$ cat src/qdsc_consts.vh
/*
 * Constants of the quad DAC serial control block: frame layout, command
 * codes, readback pointer selectors and synchroniser reset levels.
 * Assumes it is included by bare name from the design files.
 */
`ifndef QDSC_CONSTS_VH
`define QDSC_CONSTS_VH

// Frame layout.
`define QDSC_FRAME_BITS   6'h18
`define QDSC_HDR_BITS     6'h08
`define QDSC_LONG_HDR     6'h10
`define QDSC_CNT_MAX      6'h3F

// Command codes.
`define QDSC_CMD_WR_SPAN      4'h2
`define QDSC_CMD_WR_CODE      4'h3
`define QDSC_CMD_UPD_N        4'h4
`define QDSC_CMD_UPD_ALL      4'h5
`define QDSC_CMD_WR_SPAN_UPD  4'h6
`define QDSC_CMD_WR_CODE_UPD  4'h7
`define QDSC_CMD_WR_SPAN_ALL  4'h8
`define QDSC_CMD_WR_CODE_ALL  4'h9
`define QDSC_CMD_RD_H_SPAN    4'hA
`define QDSC_CMD_RD_H_CODE    4'hB
`define QDSC_CMD_RD_A_SPAN    4'hC
`define QDSC_CMD_RD_A_CODE    4'hD
`define QDSC_CMD_SLEEP        4'hE
`define QDSC_CMD_NOP          4'hF

// Readback pointer buffer selectors.
`define QDSC_SEL_H_SPAN   2'h0
`define QDSC_SEL_H_CODE   2'h1
`define QDSC_SEL_A_SPAN   2'h2
`define QDSC_SEL_A_CODE   2'h3

// Synchronised pin order {clear_n, load_n, select_n, data, sclk} and idle levels.
`define QDSC_PIN_IDLE     5'h1C

`endif

$ cat src/qdsc_sync.v
/*
 * Two-flop synchroniser for a group of independent level inputs.
 * Assumes each bit is a slow level relative to the core clock, so bits need
 * not stay coherent with each other.
 */
`timescale 1ns/1ps
module qdsc_sync #(
  parameter          WIDTH   = 5,
  parameter [WIDTH-1:0] RST_VAL = {WIDTH{1'b0}}
) (
  input  wire             core_clk_i,
  input  wire             srst_i,
  input  wire [WIDTH-1:0] async_i,
  output wire [WIDTH-1:0] sync_o
);

  reg [WIDTH-1:0] meta;
  reg [WIDTH-1:0] stable;

  // The first stage feeds only the second, so metastability never spreads.
  always @(posedge core_clk_i)
  begin
    if (srst_i)
    begin
      meta   <= RST_VAL;
      stable <= RST_VAL;
    end
    else
    begin
      meta   <= async_i;
      stable <= meta;
    end
  end

  assign sync_o = stable;

endmodule // qdsc_sync

$ cat src/qdsc_serial_ctrl.v
/*
 * Serial control logic of a quad voltage-output DAC: frame capture, command
 * execution, holding and active buffers, rolling readback, load, clear and
 * reset flag. Assumes all pins are asynchronous to core_clk_i and that the
 * serial clock runs well below a quarter of the core clock rate.
 */
`timescale 1ns/1ps
`include "qdsc_consts.vh"
module qdsc_serial_ctrl #(
  parameter CHANNELS = 4
) (
  input  wire                     core_clk_i,
  input  wire                     srst_i,
  input  wire                     sclk_i,
  input  wire                     select_load_n_i,
  input  wire                     serial_in_i,
  input  wire                     async_load_n_i,
  input  wire                     async_clear_n_i,
  output reg                      readback_out_o,
  output reg                      readback_oe_n_o,
  output reg                      reset_flag_n_o,
  output wire [CHANNELS*16-1:0]   active_code_o,
  output wire [CHANNELS*4-1:0]    active_span_o,
  output wire [CHANNELS-1:0]      sleep_o
);

  wire [4:0]  pins_s;
  wire        sclk_s;
  wire        serial_in_s;
  wire        select_n_s;
  wire        load_n_s;
  wire        clear_n_s;

  reg         sclk_prev;
  reg         select_prev;
  reg  [31:0] shift_reg;
  reg  [5:0]  bit_cnt;
  reg         long_frame;
  reg  [15:0] rb_shift;
  reg         rb_active;
  reg  [1:0]  ptr_sel;
  reg  [1:0]  ptr_ch;
  reg  [CHANNELS-1:0] upd_mask;
  reg  [CHANNELS-1:0] sleep_req;

  reg  [15:0] hold_code [0:CHANNELS-1];
  reg  [3:0]  hold_span [0:CHANNELS-1];
  reg  [15:0] act_code  [0:CHANNELS-1];
  reg  [3:0]  act_span  [0:CHANNELS-1];
  reg  [CHANNELS-1:0] sleep_st;

  wire        sclk_rise;
  wire        sclk_fall;
  wire        frame_end;
  wire [31:0] next_shift;
  wire [7:0]  new_byte;
  wire [3:0]  ex_cmd;
  wire [1:0]  ex_ch;
  wire [15:0] ex_data;
  integer     i;

  // Buffer selector that a command leaves as the pointer for the next frame.
  function [1:0] ptr_of_cmd;
    input [3:0] cmd;
    begin
      case (cmd)
        `QDSC_CMD_WR_SPAN,
        `QDSC_CMD_RD_H_SPAN:   ptr_of_cmd = `QDSC_SEL_H_SPAN;
        `QDSC_CMD_WR_CODE,
        `QDSC_CMD_RD_H_CODE:   ptr_of_cmd = `QDSC_SEL_H_CODE;
        `QDSC_CMD_UPD_N,
        `QDSC_CMD_WR_SPAN_UPD,
        `QDSC_CMD_WR_SPAN_ALL,
        `QDSC_CMD_RD_A_SPAN,
        `QDSC_CMD_SLEEP:       ptr_of_cmd = `QDSC_SEL_A_SPAN;
        default:               ptr_of_cmd = `QDSC_SEL_A_CODE;
      endcase
    end
  endfunction

  // True for read commands, which answer in their own frame.
  function is_read;
    input [3:0] cmd;
    begin
      is_read = (cmd >= `QDSC_CMD_RD_H_SPAN) && (cmd <= `QDSC_CMD_RD_A_CODE);
    end
  endfunction

  // Word presented on readback; span words carry the sleep bit above the span.
  function [15:0] rb_word;
    input [1:0] sel;
    input [1:0] ch;
    begin
      case (sel)
        `QDSC_SEL_H_SPAN: rb_word = {11'h000, sleep_st[ch], hold_span[ch]};
        `QDSC_SEL_H_CODE: rb_word = hold_code[ch];
        `QDSC_SEL_A_SPAN: rb_word = {11'h000, sleep_st[ch], act_span[ch]};
        default:          rb_word = act_code[ch];
      endcase
    end
  endfunction

  // Every pin, the serial clock included, passes two flops first.
  qdsc_sync #(
    .WIDTH   (5),
    .RST_VAL (`QDSC_PIN_IDLE)
  ) u_sync (
    .core_clk_i (core_clk_i),
    .srst_i     (srst_i),
    .async_i    ({async_clear_n_i, async_load_n_i, select_load_n_i, serial_in_i, sclk_i}),
    .sync_o     (pins_s)
  );

  assign sclk_s      = pins_s[0];
  assign serial_in_s = pins_s[1];
  assign select_n_s  = pins_s[2];
  assign load_n_s    = pins_s[3];
  assign clear_n_s   = pins_s[4];

  // Edges are found on the synchronised copies only.
  assign sclk_rise  = sclk_s & ~sclk_prev & ~select_n_s;
  assign sclk_fall  = ~sclk_s & sclk_prev & ~select_n_s;
  assign frame_end  = select_n_s & ~select_prev;
  assign next_shift = {shift_reg[30:0], serial_in_s};
  assign new_byte   = next_shift[7:0];

  // The last 24 captured bits hold command, address and data.
  assign ex_cmd  = shift_reg[23:20];
  assign ex_ch   = shift_reg[18:17];
  assign ex_data = shift_reg[15:0];

  // Frame capture, readback shifting and pointer tracking.
  always @(posedge core_clk_i)
  begin
    if (srst_i)
    begin
      sclk_prev       <= 1'b0;
      select_prev     <= 1'b1;
      shift_reg       <= 32'h0000_0000;
      bit_cnt         <= 6'h00;
      long_frame      <= 1'b0;
      rb_shift        <= 16'h0000;
      rb_active       <= 1'b0;
      readback_out_o  <= 1'b0;
      readback_oe_n_o <= 1'b1;
      ptr_sel         <= `QDSC_SEL_A_CODE;
      ptr_ch          <= 2'h0;
    end
    else
    begin
      sclk_prev       <= sclk_s;
      select_prev     <= select_n_s;
      readback_oe_n_o <= select_n_s;
      if (select_n_s)
      begin
        bit_cnt        <= 6'h00;
        long_frame     <= 1'b0;
        rb_active      <= 1'b0;
        readback_out_o <= 1'b0;
      end
      else if (sclk_rise)
      begin
        shift_reg <= next_shift;
        if (bit_cnt != `QDSC_CNT_MAX)
          bit_cnt <= bit_cnt + 6'h01;
        // A zero first byte cannot be a command, so it marks the long frame.
        if (bit_cnt == `QDSC_HDR_BITS - 6'h01 && new_byte == 8'h00)
          long_frame <= 1'b1;
        else if ((bit_cnt == `QDSC_HDR_BITS - 6'h01 && !long_frame) ||
                 (bit_cnt == `QDSC_LONG_HDR - 6'h01 && long_frame))
        begin
          // Final address bit just arrived: load the readback word.
          rb_active <= 1'b1;
          if (is_read(new_byte[7:4]))
            rb_shift <= rb_word(ptr_of_cmd(new_byte[7:4]), new_byte[2:1]);
          else
            rb_shift <= rb_word(ptr_sel, ptr_ch);
        end
      end
      else if (sclk_fall && rb_active)
      begin
        readback_out_o <= rb_shift[15];
        rb_shift       <= {rb_shift[14:0], 1'b0};
      end
      if (frame_end && bit_cnt >= `QDSC_FRAME_BITS)
      begin
        ptr_sel <= ptr_of_cmd(ex_cmd);
        ptr_ch  <= ex_ch;
      end
    end
  end

  // Command execution at frame end; updates apply one cycle later so that a
  // write-and-update copies the freshly written holding value.
  always @(posedge core_clk_i)
  begin
    if (srst_i)
    begin
      upd_mask  <= {CHANNELS{1'b0}};
      sleep_req <= {CHANNELS{1'b0}};
      for (i = 0; i < CHANNELS; i = i + 1)
      begin
        hold_code[i] <= 16'h0000;
        hold_span[i] <= 4'h0;
      end
    end
    else
    begin
      upd_mask  <= {CHANNELS{1'b0}};
      sleep_req <= {CHANNELS{1'b0}};
      if (frame_end && bit_cnt >= `QDSC_FRAME_BITS)
      begin
        case (ex_cmd)
          `QDSC_CMD_WR_SPAN,
          `QDSC_CMD_WR_SPAN_UPD,
          `QDSC_CMD_WR_SPAN_ALL: hold_span[ex_ch] <= ex_data[3:0];
          `QDSC_CMD_WR_CODE,
          `QDSC_CMD_WR_CODE_UPD,
          `QDSC_CMD_WR_CODE_ALL: hold_code[ex_ch] <= ex_data;
          default: ;
        endcase
        case (ex_cmd)
          `QDSC_CMD_UPD_N,
          `QDSC_CMD_WR_SPAN_UPD,
          `QDSC_CMD_WR_CODE_UPD: upd_mask[ex_ch] <= 1'b1;
          `QDSC_CMD_UPD_ALL,
          `QDSC_CMD_WR_SPAN_ALL,
          `QDSC_CMD_WR_CODE_ALL: upd_mask <= {CHANNELS{1'b1}};
          `QDSC_CMD_SLEEP:       sleep_req[ex_ch] <= 1'b1;
          default: ;
        endcase
      end
    end
  end

  // Per-channel active buffers; clear overrides any copy.
  genvar g;
  generate
    for (g = 0; g < CHANNELS; g = g + 1)
    begin : g_chan
      always @(posedge core_clk_i)
      begin
        if (srst_i || !clear_n_s)
        begin
          act_code[g] <= 16'h0000;
          act_span[g] <= 4'h0;
        end
        else if (!load_n_s || upd_mask[g])
        begin
          act_code[g] <= hold_code[g];
          act_span[g] <= hold_span[g];
        end
      end

      // Any update, serial or by the load pin, wakes the channel.
      always @(posedge core_clk_i)
      begin
        if (srst_i)
          sleep_st[g] <= 1'b0;
        else if (!load_n_s || upd_mask[g])
          sleep_st[g] <= 1'b0;
        else if (sleep_req[g])
          sleep_st[g] <= 1'b1;
      end

      assign active_code_o[g*16 +: 16] = act_code[g];
      assign active_span_o[g*4 +: 4]   = act_span[g];
      assign sleep_o[g]                = sleep_st[g];
    end
  endgenerate

  // Reset flag: clear holds it low, so a clear asserted with a load keeps it low.
  always @(posedge core_clk_i)
  begin
    if (srst_i || !clear_n_s)
      reset_flag_n_o <= 1'b0;
    else if ((|upd_mask) || !load_n_s)
      reset_flag_n_o <= 1'b1;
  end

endmodule // qdsc_serial_ctrl

$ cat config.mk
export PLATFORM = sky130hd
export DESIGN_NAME = qdsc_serial_ctrl
export DESIGN_NICKNAME = d
export VERILOG_FILES = /design/src/qdsc_sync.v /design/src/qdsc_serial_ctrl.v
export VERILOG_INCLUDE_DIRS = /design/src
export SDC_FILE = /design/constraint.sdc
export NUM_CORES = 1
export LEC_CHECK = 0
export BUFFER_PORTS_ARGS = -buffer_cell sky130_fd_sc_hd__buf_4
export CAP_MARGIN = 20
export CORE_ASPECT_RATIO = 0.6
export CORE_MARGIN = 2
export CORE_UTILIZATION = 54
export CTS_CLUSTER_SIZE = 10
export DETAILED_ROUTE_END_ITERATION = 7
export PLACE_DENSITY = 0.84
export SLEW_MARGIN = 30
export SYNTH_ARGS = -nofsm -noshare
export SYNTH_HDL_FRONTEND = slang
export SYNTH_SLANG_ARGS = --single-unit
$ cat constraint.sdc
create_clock -name core_clk_i -period 2.28 [get_ports core_clk_i]
set_clock_uncertainty 0.05 [all_clocks]
set_input_delay 0.114 -clock core_clk_i [delete_from_list [all_inputs] [get_ports core_clk_i]]
set_output_delay 0.114 -clock core_clk_i [all_outputs]
set_load 0.01 [all_outputs]
Yosys cells after proc, flatten, opt, wreduce, memory -nomap -nowiden:

Memories as Yosys holds them, arrays and structs flattened. A register that Yosys moved wholly into a read port is not among the register bits.
Index checks and enable logic that the tools add are counted.

* $add $sub $neg: 1
* magnitude comparators: 7
* eq/ne operators: 18
* muxes and demuxes: 76
* bitwise logic cells: 21
* reductions and logical operators: 41

Operators with widths (count)
* 2-to-1 mux 16 bit: 10
* one-hot mux 16 bit (3 select lines): 2
* 2-to-1 mux 2 bit: 24
* 2-to-1 mux 1 bit: 29
* 2-to-1 mux 4 bit: 7
* == test 4 x 3 -> 1 bit, second input constant: 4
* OR reduction 16 bit: 1
* OR reduction 3 bit: 5
* == test 4 bit, second input constant: 3
* OR reduction 2 bit: 6
* < comparator 2 x 3 -> 1 bit, second input constant: 3
* == test 4 x 2 -> 1 bit, second input constant: 2
* zero test 8 bit: 1
* NOT 1 bit: 8
* bitwise OR 1 bit: 8
* one-hot mux 4 bit (2 select lines): 1
* AND reduction 2 bit: 4
* OR reduction 4 bit: 2
* logical AND 1 bit: 7
* logical OR 1 bit: 7
* adder 6 x 1 -> 6 bit, second input constant: 1
* == test 6 x 3 -> 1 bit, second input constant: 1
* == test 6 x 4 -> 1 bit, second input constant: 1
* >= comparator 6 x 5 -> 1 bit, second input constant: 1
* 16 further kinds: 26

* flip-flop bits (word level): 76
* memory bits (writable): 160
* memory bits (read-only): 64
* input port bits: 7
* output and inout bits: 87
* memories: 6

Memories
* act_code: words 4, bits a word 16, rd ports 6, clocked after Yosys merged registers in 2, wr ports 4, line qdsc_serial_ctrl.v:48 `reg [15:0] act_code [0:CHANNELS-1];`
* hold_code: words 4, bits a word 16, rd ports 6, clocked after Yosys merged registers in 2, wr ports 4, line qdsc_serial_ctrl.v:46 `reg [15:0] hold_code [0:CHANNELS-1];`
* (no name shown): words 16, bits a word 2, rd ports 1, clocked after Yosys merged registers in 1, wr ports 0, line qdsc_serial_ctrl.v:66 `case (cmd)`
* (no name shown): words 16, bits a word 2, rd ports 1, clocked after Yosys merged registers in 1, wr ports 0, line qdsc_serial_ctrl.v:66
* act_span: words 4, bits a word 4, rd ports 6, clocked after Yosys merged registers in 2, wr ports 4, line qdsc_serial_ctrl.v:49 `reg [3:0] act_span [0:CHANNELS-1];`
* hold_span: words 4, bits a word 4, rd ports 6, clocked after Yosys merged registers in 2, wr ports 4, line qdsc_serial_ctrl.v:47 `reg [3:0] hold_span [0:CHANNELS-1];`

Depth between registers and ports, before layout:

* depth in word-level cells: 14
* gate-level depth with buffers: 8
* gate-level depth less buffers: 5

By module:

A second synthesis with hierarchy kept.

* cell total of the unflattened synthesis: 931
* area total of the unflattened synthesis: 11726.2 um^2

By module, submodules not included
* qdsc_serial_ctrl: instances 1, cells an instance 911, area each 11463.5 um^2, seq. area each 6286.0 um^2
* qdsc_sync: instances 1, cells an instance 20, area each 262.8 um^2, seq. area each 200.2 um^2

Worst setup path after synthesis:

OpenSTA, ideal clock, no wires.

* kind: flip-flop to flip-flop
* start point: register bit_cnt[3]
* end point: memory hold_code[0][0], enable pin
* setup time: 0.372 ns
* data arrival time: 2.000 ns
* data required time: 1.858 ns
* setup slack: -0.141 ns
* cell stages (with the launch flop): 9
* path buffers: 3
* clock period less this slack: 2.421 ns
* cells stage by stage: dfxtp_1 > buf_4 > a21oi_2 > or4b_1 > buf_2 > nor3_4 > buf_6 > nand2_1 > nand2_1

RTL lines
* start, declared: line qdsc_serial_ctrl.v:37 `reg [5:0] bit_cnt;`
* start signal, assigned: line qdsc_serial_ctrl.v:165 `bit_cnt <= bit_cnt + 6'h01;`
* end, declared: line qdsc_serial_ctrl.v:46

==> results.sh <==
export IMPL_core_area_um2=21290
export IMPL_ys_flop_type="edfxtp_1"
export IMPL_viasPerCell=6.458
export IMPL_grt_pass1_wl_um=52340
export IMPL_netlist_top_cells_count="edfxtp_1 (160), and2_1 (101), dfxtp_1 (84), nand2_1 (82), mux4_2 (69)"
export IMPL_critPathLaunch="shift_reg[23]"
export IMPL_synth_most_common_cell="edfxtp_1"
export IMPL_synth_area_leaders="edfxtp_1 (41%), dfxtp_1 (14%), mux4_2 (13%)"
export IMPL_die_h_um=118.8
export IMPL_synth_top_cell_area_share_pct=40.51
export IMPL_ys_seq_area_share_pct=54.69
export IMPL_crit_path_end="hold_code[0][7]"
export IMPL_tns_ps=0
export IMPL_die_area_um2=23200
export IMPL_async_reset_ff_share_pct=0
export IMPL_powerDensity_nw_per_um2=696.0
export IMPL_ff2ff_setup_slack_ps=120
export IMPL_whs_ps=129.9
export IMPL_h_tree_depth=1
export IMPL_cts_made_buffers=28
export IMPL_grt_overflow_total=0
export IMPL_crit_path_max_fanout=23
export IMPL_root_buffer="clkbuf_16"
export IMPL_final_antenna_net_count=0
export IMPL_yosys_area_top_type="edfxtp_1"
export IMPL_peakVddDrop_mv=0.5899
export IMPL_worstSetupStartpointType="register"
export IMPL_min_period_ps=2157
export IMPL_slew_headroom_pct=44.22
export IMPL_setup_ws_ps=122.7
export IMPL_holdCritPathClass="input pin to register"
export IMPL_drc=0
export IMPL_finalHoldViolCount=0
export IMPL_wirelength_um=34050
export IMPL_clk_pin_slew_ps=60
export IMPL_crit_type="register to register"
export IMPL_ios=94
export IMPL_fmax_ghz=0.4635
export IMPL_antenna_found_initial=1
export IMPL_core_rowCount=41
export IMPL_synth_edf_count=160
export IMPL_netlist_area_um2=11860
export IMPL_finalSetupViolations=0
export IMPL_cts_sinks=244
export IMPL_gp_congestion=0.9476
export IMPL_status="finished, final reports clean"
export IMPL_power_total_mw=9.723
export IMPL_area_delta_synth_final_pct=17.79
export IMPL_grt_pass1_vias=8712
export IMPL_syn_avg_cell_area_um2=12.63
export IMPL_cp_arrival_ps=2470
export IMPL_r2r_end="hold_code[0][7]"
export IMPL_cts_tree="built"
export IMPL_place_ws_ps=-52.71
export IMPL_r2r_worst_path_cells=6
export IMPL_drt_pass1_iter_count=6
export IMPL_start_util_pct=55.71
export IMPL_fill_cells=1523
export IMPL_die_w_um=195.3
export IMPL_synth_distinct_cells=55
export IMPL_power_leakage_nw=5.463
export IMPL_track_usage_pct=29.72
export IMPL_stdcell_count=1347
export IMPL_nets=1056
export IMPL_worstReg2RegStart="shift_reg[23]"
export IMPL_antennaDiodeCount=0
export IMPL_port_buffers=93
export IMPL_drive_gt1_share_pct=27.06
export IMPL_worstSetupEndpointType="register"
export IMPL_ys_ff_latch=244
export IMPL_drtIter0Drc=1252
export IMPL_crit_required_ps=2600
export IMPL_yosysWarnings=0
export IMPL_period_share_pct=94.62
export IMPL_clk_path_buf_depth=3
export IMPL_insertion_delay_ps=540
export IMPL_rsz0062_at_grt="no"
export IMPL_synth_fp_nets=948
export IMPL_drv_slew=0
export IMPL_maxCapViolations=0
export IMPL_via_count=8699
export IMPL_tightestPinTransition_ps=836.7
export IMPL_grt_max_degree=46
export IMPL_hpwlAfterDp_um=23210
export IMPL_placed_cells=1290
export IMPL_wire_per_inst_um=25.27
export IMPL_synthesis_instances=939
[timing repair]
action | 4_1_cts | 5_1_grt
resized for setup | 0 | 4
endpoints found under the setup margin | 2 | 49
buffers inserted | 1 | 0
pin swaps | 1 | 0
hold buffers | 5 | 0
endpoints found under the hold margin | 5 | 0
[layout by cell type, fill, tap and decap left out, drive strengths merged, types with 5 or more instances in the layout]
| cell type | n |
|---|---|
| a21oi | 39 |
| a221oi | 5 |
| a32oi | 6 |
| a41oi | 6 |
| and2 | 101 |
| and3 | 59 |
| buf | 153 |
| clkbuf | 50 |
| dfxtp | 84 |
| dlygate4sd3 | 5 |
| edfxtp | 160 |
| inv | 11 |
| mux2 | 14 |
| mux2i | 43 |
| mux4 | 69 |
| nand2 | 82 |
| nand3 | 7 |
| nand4 | 13 |
| nor2 | 39 |
| nor2b | 12 |
| nor3 | 15 |
| o211ai | 5 |
| o21ai | 19 |
| o221ai | 7 |
| o22a | 11 |
| or2 | 9 |
| xor2 | 5 |
[worst max-delay path, cell delays in order, from the launching register on]
cell and delay [ps]:
dfxtp_1 430, or3b_1 450, a21boi_1 210, nor3_4 260
buf_4 280, nand2_1 150, nor3_2 150
[power breakdown]
part	total, mW	internal [mW]	leakage [nW]	switching (mW)
sequential	4.99	4.86	2.36	0.130
combinational	0.552	0.258	2.71	0.294
clock	4.18	2.47	0.396	1.71
total	9.72	7.59	5.46	2.14
[stage by stage]
step	instance area, µm²	util (%)
after floorplan	11870	-
after global placement	13060	61.35
after detailed placement	13060	61.35
after CTS	13950	65.54
after global routing	13970	65.62
final	13970	65.62
[metal layers]
layer | global-route usage, % | wire [µm] | vias up
li1 | - | - | 3743
met1 | 43.70 | 14030 | 4254
met2 | 42.48 | 14360 | 606
met3 | 8.619 | 4682 | 94
met4 | 9.637 | 960 | 2
met5 | 0 | 7 | -
[final cells by class]
type / count / area (µm²) / area share, %
sequential: 244 / 6491 / 46.47
multi-input combinational: 603 / 4976 / 35.62
timing repair buffer: 158 / 1274 / 9.118
clock buffer: 50 / 804.5 / 5.759
tap: 279 / 349.1 / 2.499
inverter: 12 / 45.04 / 0.3224
clock inverter: 1 / 30.03 / 0.2150
[worst min path at each step]
| stage | start | endpoint | slack [ps] | cells after the start |
|---|---|---|---|---|
| global placement | async_clear_n_i | u_sync.meta[4] | 250 | 2 |
| floorplan | select_load_n_i | u_sync.meta[2] | 170 | 1 |
| CTS | srst_i | reset_flag_n_o | 110 | 4 |
| detailed placement | async_clear_n_i | u_sync.meta[4] | 250 | 2 |
| global route | srst_i | u_sync.meta[0] | 160 | 3 |
| finish | srst_i | reset_flag_n_o | 130 | 4 |
[kinds of logic after synthesis]
logic type	synth area share (%)
simple gates	16.43
xor+xnor	0.4431
mux	18.06
fa+ha+maj	0.2110
flops	54.69
buf+inv	3.597
compound gates	6.573
Power figures use the tool's default switching activity.
